--- config.mk ---
export PLATFORM = sky130hd
export DESIGN_NAME = sadc_device_flat
export DESIGN_NICKNAME = d
export VERILOG_FILES = /design/src/sadc_pkg.sv /design/src/sadc_link_if.sv /design/src/sadc_device.sv /design/src/flat_wrapper.sv
export VERILOG_INCLUDE_DIRS = /design/src /design/src/src
export SDC_FILE = /design/constraint.sdc
export NUM_CORES = 1
export LEC_CHECK = 0
export BUFFER_PORTS_ARGS = -buffer_cell sky130_fd_sc_hd__buf_2
export CORE_MARGIN = 4
export CORE_UTILIZATION = 45
export DETAILED_ROUTE_END_ITERATION = 10
export MAX_ROUTING_LAYER = met4
export PLACE_DENSITY_LB_ADDON = 0.1
export REMOVE_ABC_BUFFERS = 1
export SLEW_MARGIN = 15
export SYNTH_ARGS = -nofsm -noshare
export SYNTH_HDL_FRONTEND = slang
export SYNTH_SLANG_ARGS = --single-unit
--- constraint.sdc ---
create_clock -name sys_clk_i -period 6.8 [get_ports sys_clk_i]
set_input_delay 2.04 -clock sys_clk_i [delete_from_list [all_inputs] [get_ports sys_clk_i]]
set_output_delay 2.04 -clock sys_clk_i [all_outputs]
set_load 0.05 [all_outputs]
--- src/sadc_defines.svh ---
// sadc_defines.svh: constants for the serial converter link
// assumes: included by the package and both ends by bare name
`ifndef SADC_DEFINES_SVH
`define SADC_DEFINES_SVH
`define SADC_NUM_CH      4'h8
`define SADC_RES_W       5'h10
`define SADC_CMD_W       4'h8
`define SADC_CMD_START   3'h7
`define SADC_CMD_SGL     3'h2
`define SADC_CONV_CYC    8'h10
`define SADC_HALF_CYC    8'h04
`define SADC_SAMPLE_NS   32'd50000
`define SADC_CLK_NS      32'd4
`define SADC_GAP_CYC     (`SADC_SAMPLE_NS / `SADC_CLK_NS)
`endif

--- src/sadc_pkg.sv ---
// sadc_pkg.sv: shared types for the serial converter link
// assumes: sadc_defines.svh on the include path
`include "sadc_defines.svh"
package sadc_pkg;
  typedef logic [15:0] sadc_word_t;
  typedef logic [2:0]  sadc_chan_t;
  typedef logic [7:0]  sadc_cmd_t;
endpackage : sadc_pkg

--- src/sadc_link_if.sv ---
// sadc_link_if.sv: serial pins between host and converter
// assumes: one clock, both ends in the same domain
interface sadc_link_if;
  logic sel_n;
  logic strobe;
  logic cmd_in;
  logic dout_o;
  logic dout_oe;
  logic busy_n_o;
  logic busy_n_oe;
  wire  dout_line   = dout_oe   ? dout_o   : 1'b1;
  wire  busy_n_line = busy_n_oe ? busy_n_o : 1'b1;
  modport device (input sel_n, input strobe, input cmd_in,
                  output dout_o, output dout_oe,
                  output busy_n_o, output busy_n_oe);
  modport host (output sel_n, output strobe, output cmd_in,
                input dout_line);
endinterface : sadc_link_if

--- src/sadc_device.sv ---
// sadc_device.sv: converter end of the serial link
// assumes: strobe and select synchronous to sys_clk_i, analog values
// presented as parallel words per channel
`include "sadc_defines.svh"
module sadc_device (
  // clock and reset
  input  wire logic                sys_clk_i,
  input  wire logic                resetn_i,
  // analog sample values
  input  wire sadc_pkg::sadc_word_t ain_i [8],
  // link
  sadc_link_if.device              link,
  // status
  output logic                     diff_mode_o,
  output sadc_pkg::sadc_chan_t     last_chan_o
);
  import sadc_pkg::*;

  typedef enum logic [1:0] {SADC_IDLE, SADC_CMD, SADC_CONV, SADC_OUT}
    sadc_dev_st_t;

  // ----------------------------------------
  // state
  // ----------------------------------------
  sadc_dev_st_t st_reg;
  sadc_cmd_t    cmd_reg;
  logic [4:0]   cnt_reg;
  logic [7:0]   conv_reg;
  sadc_word_t   res_reg;
  logic         strobe_d_reg;
  logic         dout_reg;
  logic         dout_oe_reg;
  logic         busy_oe_reg;
  logic         busy_n_reg;
  logic         diff_reg;
  sadc_chan_t   chan_reg;

  // ----------------------------------------
  // decode
  // ----------------------------------------
  wire        sel       = ~link.sel_n;
  wire        rise      = link.strobe & ~strobe_d_reg;
  wire        fall      = ~link.strobe & strobe_d_reg;
  wire        cmd_start = (st_reg == SADC_IDLE) & rise & link.cmd_in;
  wire        cmd_done  = (st_reg == SADC_CMD) & rise &
                          (cnt_reg == 5'(`SADC_CMD_W - 4'h2));
  wire [7:0]  cmd_full  = {cmd_reg[6:0], link.cmd_in};
  wire        sgl       = cmd_full[`SADC_CMD_SGL];
  wire [2:0]  chan_sel  = cmd_full[6:4];
  wire [16:0] diff_val  = {1'b0, ain_i[{chan_sel[2:1], 1'b0}]} -
                          {1'b0, ain_i[{chan_sel[2:1], 1'b1}]};
  wire [15:0] diff_res  = diff_val[16] ? 16'h0000 : diff_val[15:0];
  wire [15:0] sample    = sgl ? ain_i[chan_sel] : diff_res;

  // ----------------------------------------
  // sequencer
  // ----------------------------------------
  always_ff @(posedge sys_clk_i or negedge resetn_i) begin
    if (!resetn_i) begin
      st_reg       <= SADC_IDLE;
      cmd_reg      <= 8'h00;
      cnt_reg      <= 5'h00;
      conv_reg     <= 8'h00;
      res_reg      <= 16'h0000;
      strobe_d_reg <= 1'b0;
      diff_reg     <= 1'b0;
      chan_reg     <= 3'h0;
    end else begin
      strobe_d_reg <= link.strobe;
      if (!sel) begin
        st_reg <= SADC_IDLE;
        cnt_reg <= 5'h00;
      end else begin
        unique case (st_reg)
          SADC_IDLE: begin
            if (cmd_start) begin
              st_reg  <= SADC_CMD;
              cmd_reg <= 8'h01;
              cnt_reg <= 5'h00;
            end
          end
          SADC_CMD: begin
            if (rise) begin
              cmd_reg <= cmd_full;
              cnt_reg <= cnt_reg + 5'h01;
              if (cmd_done) begin
                st_reg   <= SADC_CONV;
                conv_reg <= 8'h00;
                diff_reg <= ~sgl;
                chan_reg <= chan_sel;
                res_reg  <= sample;
              end
            end
          end
          SADC_CONV: begin
            if (fall) begin
              conv_reg <= conv_reg + 8'h01;
              // fall 8 ends the command, fall 9 the conversion pulse
              if (conv_reg == 8'h01) begin
                st_reg  <= SADC_OUT;
                cnt_reg <= 5'h00;
              end
            end
          end
          SADC_OUT: begin
            if (fall) begin
              res_reg <= {res_reg[14:0], 1'b0};
              cnt_reg <= cnt_reg + 5'h01;
              if (cnt_reg == 5'(`SADC_RES_W - 5'h01))
                st_reg <= SADC_IDLE;
            end
          end
        endcase
      end
    end
  end

  // ----------------------------------------
  // pin drivers
  // ----------------------------------------
  wire out_next  = (st_reg == SADC_OUT) ? res_reg[15] : 1'b0;
  wire busy_next = ~((st_reg == SADC_CMD) | (st_reg == SADC_CONV) |
                     cmd_start);

  always_ff @(posedge sys_clk_i or negedge resetn_i) begin
    if (!resetn_i) begin
      dout_reg    <= 1'b0;
      dout_oe_reg <= 1'b0;
      busy_n_reg  <= 1'b1;
      busy_oe_reg <= 1'b0;
    end else begin
      dout_reg    <= out_next;
      dout_oe_reg <= sel;
      busy_n_reg  <= busy_next;
      busy_oe_reg <= sel;
    end
  end

  assign link.dout_o    = dout_reg;
  assign link.dout_oe   = dout_oe_reg;
  assign link.busy_n_o  = busy_n_reg;
  assign link.busy_n_oe = busy_oe_reg;
  assign diff_mode_o    = diff_reg;
  assign last_chan_o    = chan_reg;
endmodule : sadc_device

--- src/flat_wrapper.sv ---
// flat-port wrapper written by rule: the top's interface ports become plain ports
module sadc_device_flat import sadc_pkg::*;
  (sys_clk_i, resetn_i, ain_i, diff_mode_o, last_chan_o, link_sel_n, link_strobe, link_cmd_in, link_dout_o, link_dout_oe, link_busy_n_o, link_busy_n_oe);
  sadc_link_if link_i ();
  input  wire logic sys_clk_i;
  input  wire logic resetn_i;
  input  wire sadc_pkg::sadc_word_t ain_i[8];
  output logic diff_mode_o;
  output sadc_pkg::sadc_chan_t last_chan_o;
  input wire logic [$bits(link_i.sel_n)-1:0] link_sel_n;
  input wire logic [$bits(link_i.strobe)-1:0] link_strobe;
  input wire logic [$bits(link_i.cmd_in)-1:0] link_cmd_in;
  output wire logic [$bits(link_i.dout_o)-1:0] link_dout_o;
  output wire logic [$bits(link_i.dout_oe)-1:0] link_dout_oe;
  output wire logic [$bits(link_i.busy_n_o)-1:0] link_busy_n_o;
  output wire logic [$bits(link_i.busy_n_oe)-1:0] link_busy_n_oe;
  assign link_i.sel_n = link_sel_n;
  assign link_i.strobe = link_strobe;
  assign link_i.cmd_in = link_cmd_in;
  assign link_dout_o = link_i.dout_o;
  assign link_dout_oe = link_i.dout_oe;
  assign link_busy_n_o = link_i.busy_n_o;
  assign link_busy_n_oe = link_i.busy_n_oe;
  sadc_device u_core (.sys_clk_i(sys_clk_i), .resetn_i(resetn_i), .ain_i(ain_i), .link(link_i), .diff_mode_o(diff_mode_o), .last_chan_o(last_chan_o));
endmodule
Yosys cells after proc, flatten, opt, wreduce, memory -nomap -nowiden --
Cells that the tools add are included.
Word-level totals: RAM bits 0, bits in latches 0, input port bits 133, flip-flop bits (word level) 45, output and inout port bits 8, logic and storage cells 100, memories kept 0, memory bits (read-only) 0
Operators by class: divide/modulo/power cells 0, reduce and logical (&&, ||, !) cells 10, add/sub/neg operators 3, bitwise gates (word level) 16, $lt $le $gt $ge 3, shift-type cells 0, multiply operators 0, muxes and demuxes 39, equal/unequal tests 18
Operators with widths (count):
- 16-bit two-way mux | 11
- 16-bit binary-select mux with 3-bit select | 3
- 16-bit one-hot mux with 2 select lines | 1
- 5-bit two-way mux | 6
- 8-bit two-way mux | 3
- 3-bit by 2-bit != test with 1-bit output (second input constant) | 7
- 5-bit one-hot mux with 4 select lines | 1
- 16-bit by 16-bit subtractor with 17-bit output | 1
- 2-bit two-way mux | 8
- 8-bit one-hot mux with 2 select lines | 1
- 5-bit AND reduction | 3
- 4-bit >= comparator (second input constant) | 3
- 6-bit two-way mux | 2
- 3-bit NOT with 4-bit output | 3
- 6-bit one-hot mux with 2 select lines | 1
- 2-bit by 1-bit != test with 1-bit output (second input constant) | 5
- 8-bit by 1-bit adder with 8-bit output (second input constant) | 1
- 8-bit by 1-bit == test with 1-bit output (second input constant) | 1
- 2-bit one-hot mux with 4 select lines | 1
- 4-bit AND reduction | 2
- 7-bit AND reduction | 1
- 1-bit bitwise AND | 6
- 2-bit nonzero test | 3
- 5-bit by 1-bit adder with 5-bit output (second input constant) | 1
- other kinds (8) | 14

Depth between registers and ports, before layout --
depth in word-level cells 10, mapped depth 15, depth with buffers taken out 11

Least setup slack after synthesis --
Ideal clock, no wire load.
kind input port to flip-flop, from in ain_i[16] (netlist bit), to reg u_core.res_reg[14], arrival time 4305 ps, cell stages on the path 11, path buffers 0, setup slack 2371 ps, required time 6676 ps, library setup time 124 ps, path through mux4_2 > inv_1 > ha_1 > inv_1 > fa_1 > a211oi_1 > o21a_1 > nor4_1 > or4_1 > nand4_1 > a21oi_1
Between the ends: cells in the longest elaborated chain, start to end 9, elaborated cells between the ends (all ways) 12, classes of those cells add/sub: 1; mux: 11
Ends and longest elaborated chain:
- from (decl) | RTL line flat_wrapper.sv:7 | input wire sadc_pkg::sadc_word_t ain_i[8];
- 16-bit binary-select mux with 3-bit select, on equally long branches | RTL line sadc_device.sv:50, sadc_device.sv:51
- 16-bit two-way mux, on equally long branches (2 in series) | RTL line sadc_device.sv:50, sadc_device.sv:51
- 16-bit by 16-bit subtractor with 17-bit output (*) | RTL line sadc_device.sv:50 | wire [16:0] diff_val = {1'b0, ain_i[{chan_sel[2:1], 1'b0}]} -
- 16-bit two-way mux (*) | RTL line sadc_device.sv:52 | wire [15:0] diff_res = diff_val[16] ? 16'h0000 : diff_val[15:0];
- 16-bit two-way mux (*) | RTL line sadc_device.sv:53 | wire [15:0] sample = sgl ? ain_i[chan_sel] : diff_res;
- 16-bit two-way mux (*) | RTL line sadc_device.sv:86 | if (cmd_done) begin
- 16-bit two-way mux (*) | RTL line sadc_device.sv:83 | if (rise) begin
- 16-bit one-hot mux with 2 select lines (*) | RTL line sadc_device.sv:74 | unique case (st_reg)
- to (signal assigned) | RTL line sadc_device.sv:91 | res_reg <= sample;
- to (signal assigned) | RTL line sadc_device.sv:107 | res_reg <= {res_reg[14:0], 1'b0};
- to (decl) | RTL line sadc_device.sv:29 | sadc_word_t res_reg;
Mark *: on every way between the ends. The rest lies on a longest branch, timed or not. The select of a mux whose other input is x is not followed. A chain may end at the register's enable or synchronous reset.

Final worst setup path --
from in ain_i[16] (netlist bit), to reg u_core.res_reg[12]
The elaborated chain is that of the path after synthesis.

==> impl_metrics.ini <==
[outcome]
status = finished clean

[floorplanning]
core_area_mm2 = 0.0109
initial_core_util_pct = 46.5
dieArea_mm2 = 0.0131
num_io_pins = 141
dieHeight_um = 114
die_x_um = 114
fp-row-count = 38

[cts]
cts.sinks = 45
clock_latency_ps = 290
clk_path_buf_depth = 2
cts_tree = done
clkTransAtPathRegs_ps = 60
root_buffer = clkbuf_16
cts_resized = 0
postCtsHoldBufs = 0
post_cts_buffers = 0
htreeDepth = 2
numCtsBuffers = 5

[global_routing]
met3_usage_pct = 1.53
gr-max-usage-layer = met2
grt_use_met2_pct = 34.3
grt_pass1_vias = 4566
globalRouteOverflowTotal = 0
grt_max_degree = 54
antenna_found_initial = 0
grtUsageMet1_pct = 24.9
grt_first_pass_wirelength_um = 20800
grt_use_total_pct = 19.8

[cells_and_area]
largest_reg_flops = 16
drive_gt1_share_pct = 39.9
layout.nets = 768
syn_to_final_growth_pct = 17.3
diodes = 0

[setup_path]
critPathKind = input pin to flip-flop
slowest_stage = mux4_2
r2r_start = u_core.cmd_reg[4]
required_ps = 6960
end_kind = flip-flop
path_delay_family = compound AO/OA/AOI/OAI gates
r2r_cells = 9
r2r_end = u_core.res_reg[13]
worstPathArrival_ps = 4740
cp_num_buf_inv = 3
cp-start-kind = input pin
regToRegSetupSlack_ps = 2770
crit_chain = buf_2, mux4_2, inv_1, ha_1, inv_1, fa_1, a211oi_1, o211ai_2, a21oi_2, a221oi_4, a221oi_1, o22ai_1
critPathMaxFanout = 16
crit_start = ain_i[16]
path_common_cell = inv_1
slowest_delay_ps = 460

[place]
gp_congestion = 0.886
numPortBuffers = 140
pre_cts_ws_ps = 1940
hpwl_um = 9780

[sta]
slew_headroom_pct = 24.3
clock_skew_ps = 3.05
fin_setup_tns_ps = 0
slew_viol_final = 0
timing_hold_violations_final = 0
period_share_pct = 67.3
rsz0062_at_grt = false
fmax_mhz = 218
setup_slack_ps = 2220
setup_violations = 0
finalCriticalPeriod_ps = 4580
tightest_slew_ps = 1130

[power_and_ir_drop]
p_per_area_mw_per_mm2 = 164
p_leak_nw = 2.50
worst_ir_drop_vdd_uv = 143
finalPower_mw = 0.978

[detailed_routing]
drc = 0
drtPass1Iterations = 4
final_antenna_net_count = 0
wire_per_inst_um = 16.6
routed_wl_um = 12400
drtIter0Drc = 152
vias = 4419
vias_per_cell = 5.90

[synth]
synth.area.top_cells = mux4_2 28%, dfrtp_1 22%, ha_1 6.4%
ys_ff_latch = 45
netlist_top_cells_count = 64 x mux4_2, 44 x dfrtp_1, 36 x o21ai_0, 33 x a21oi_1, 33 x inv_1
synth_top_area_share_pct = 28.4
ys_types = 65
synth.most_common_cell = mux4_2
synth_top_cell_by_area = mux4_2
syn_inst = 489
synth-async-reset-ratio_pct = 100
synth_ff_type = dfrtp_1
seq_area_frac_synth_pct = 22.2
synth_edf_count = 0
synth_area_mm2 = 0.00508
syn_area_per_cell_um2 = 10.4
ys_warn_count = 0

[worst_hold_path]
hold_path.startpoint = u_core.diff_mode_o
hp-class = flip-flop to flip-flop
min_path_cells = 2
hold_end = u_core.diff_mode_o

[run]
max_cap_viol_count = 0
[logic make-up (layout without fill, tap and decap cells)]
group	after synthesis	count (layout)	synth area share, %
simple gates	127	127	13.3
mux	87	87	33.1
buf+inv	66	186	6.67
fa+ha+maj	27	27	6.79
flops	45	45	22.2
xor+xnor	11	11	1.90
compound gates	126	126	16.1
[report_power, final]
group | total [mW] | internal [mW] | switching [mW]
logic | 0.361 | 0.167 | 0.194
registers | 0.334 | 0.306 | 0.0281
clock network | 0.283 | 0.184 | 0.0994
total | 0.978 | 0.656 | 0.322
[layer usage]
layer / vias to the layer above / part of all wire [%]
met1: 2158 / 44
met4: 0 / 1.2
met2: 111 / 51
li1: 2134 / -
met3: 16 / 4.5
met5: - / 0
[worst max-delay path by stage]
stage / cells past startpoint / slack (ps) / endpoint
6_report: 12 / 2220 / u_core.res_reg[12]
4_1_cts: 12 / 2230 / u_core.res_reg[12]
5_1_grt: 12 / 2030 / u_core.res_reg[12]
3_3_place_gp: 12 / 1960 / u_core.res_reg[12]
2_1_floorplan: 11 / 1650 / u_core.res_reg[12]
3_5_place_dp: 12 / 1940 / u_core.res_reg[12]
[cells in the final DEF, fill, tap and decap left out, drive strengths merged, types with 4 or more instances in the layout]
| cell type | instances |
|---|---|
| a21o | 5 |
| a21oi | 34 |
| a221oi | 5 |
| a22o | 7 |
| a31oi | 5 |
| and2 | 6 |
| buf | 145 |
| clkbuf | 7 |
| dfrtp | 44 |
| ha | 26 |
| inv | 33 |
| mux2 | 7 |
| mux2i | 16 |
| mux4 | 64 |
| nand2 | 29 |
| nand2b | 7 |
| nand3 | 12 |
| nand4 | 5 |
| nor2 | 22 |
| nor3 | 24 |
| o21a | 4 |
| o21ai | 39 |
| o31ai | 7 |
| xnor2 | 9 |
[final cells by class]
class                           instances  area [µm²]
Clock buffer                            7         143
Clock inverter                          1        30.0
Timing Repair Buffer                  145         738
Multi-Input combinational cell        378        3620
Tap cell                              140         175
Sequential cell                        45        1130
Inverter                               33         124
Fill cell                            1004        4970
[worst min-delay path, stage by stage (launching register included)]
cell and delay [ps]:
dfrtp_1 340, nand2_1 50, o21ai_0 70
[per-stage QoR]
stage | area, µm² | hold WS (ps) | utilization, % | cells
global placement | 5790 | 470 | 53.0 | 741
CTS | 5960 | 507 | 54.5 | 749
global route | 5960 | 520 | 54.5 | 749
detailed placement | 5790 | 489 | 53.0 | 741
finish | 5960 | 504 | 54.5 | 749
floorplan | 4870 | 459 | - | 456
No activity file was read; power rests on OpenSTA's default activity.
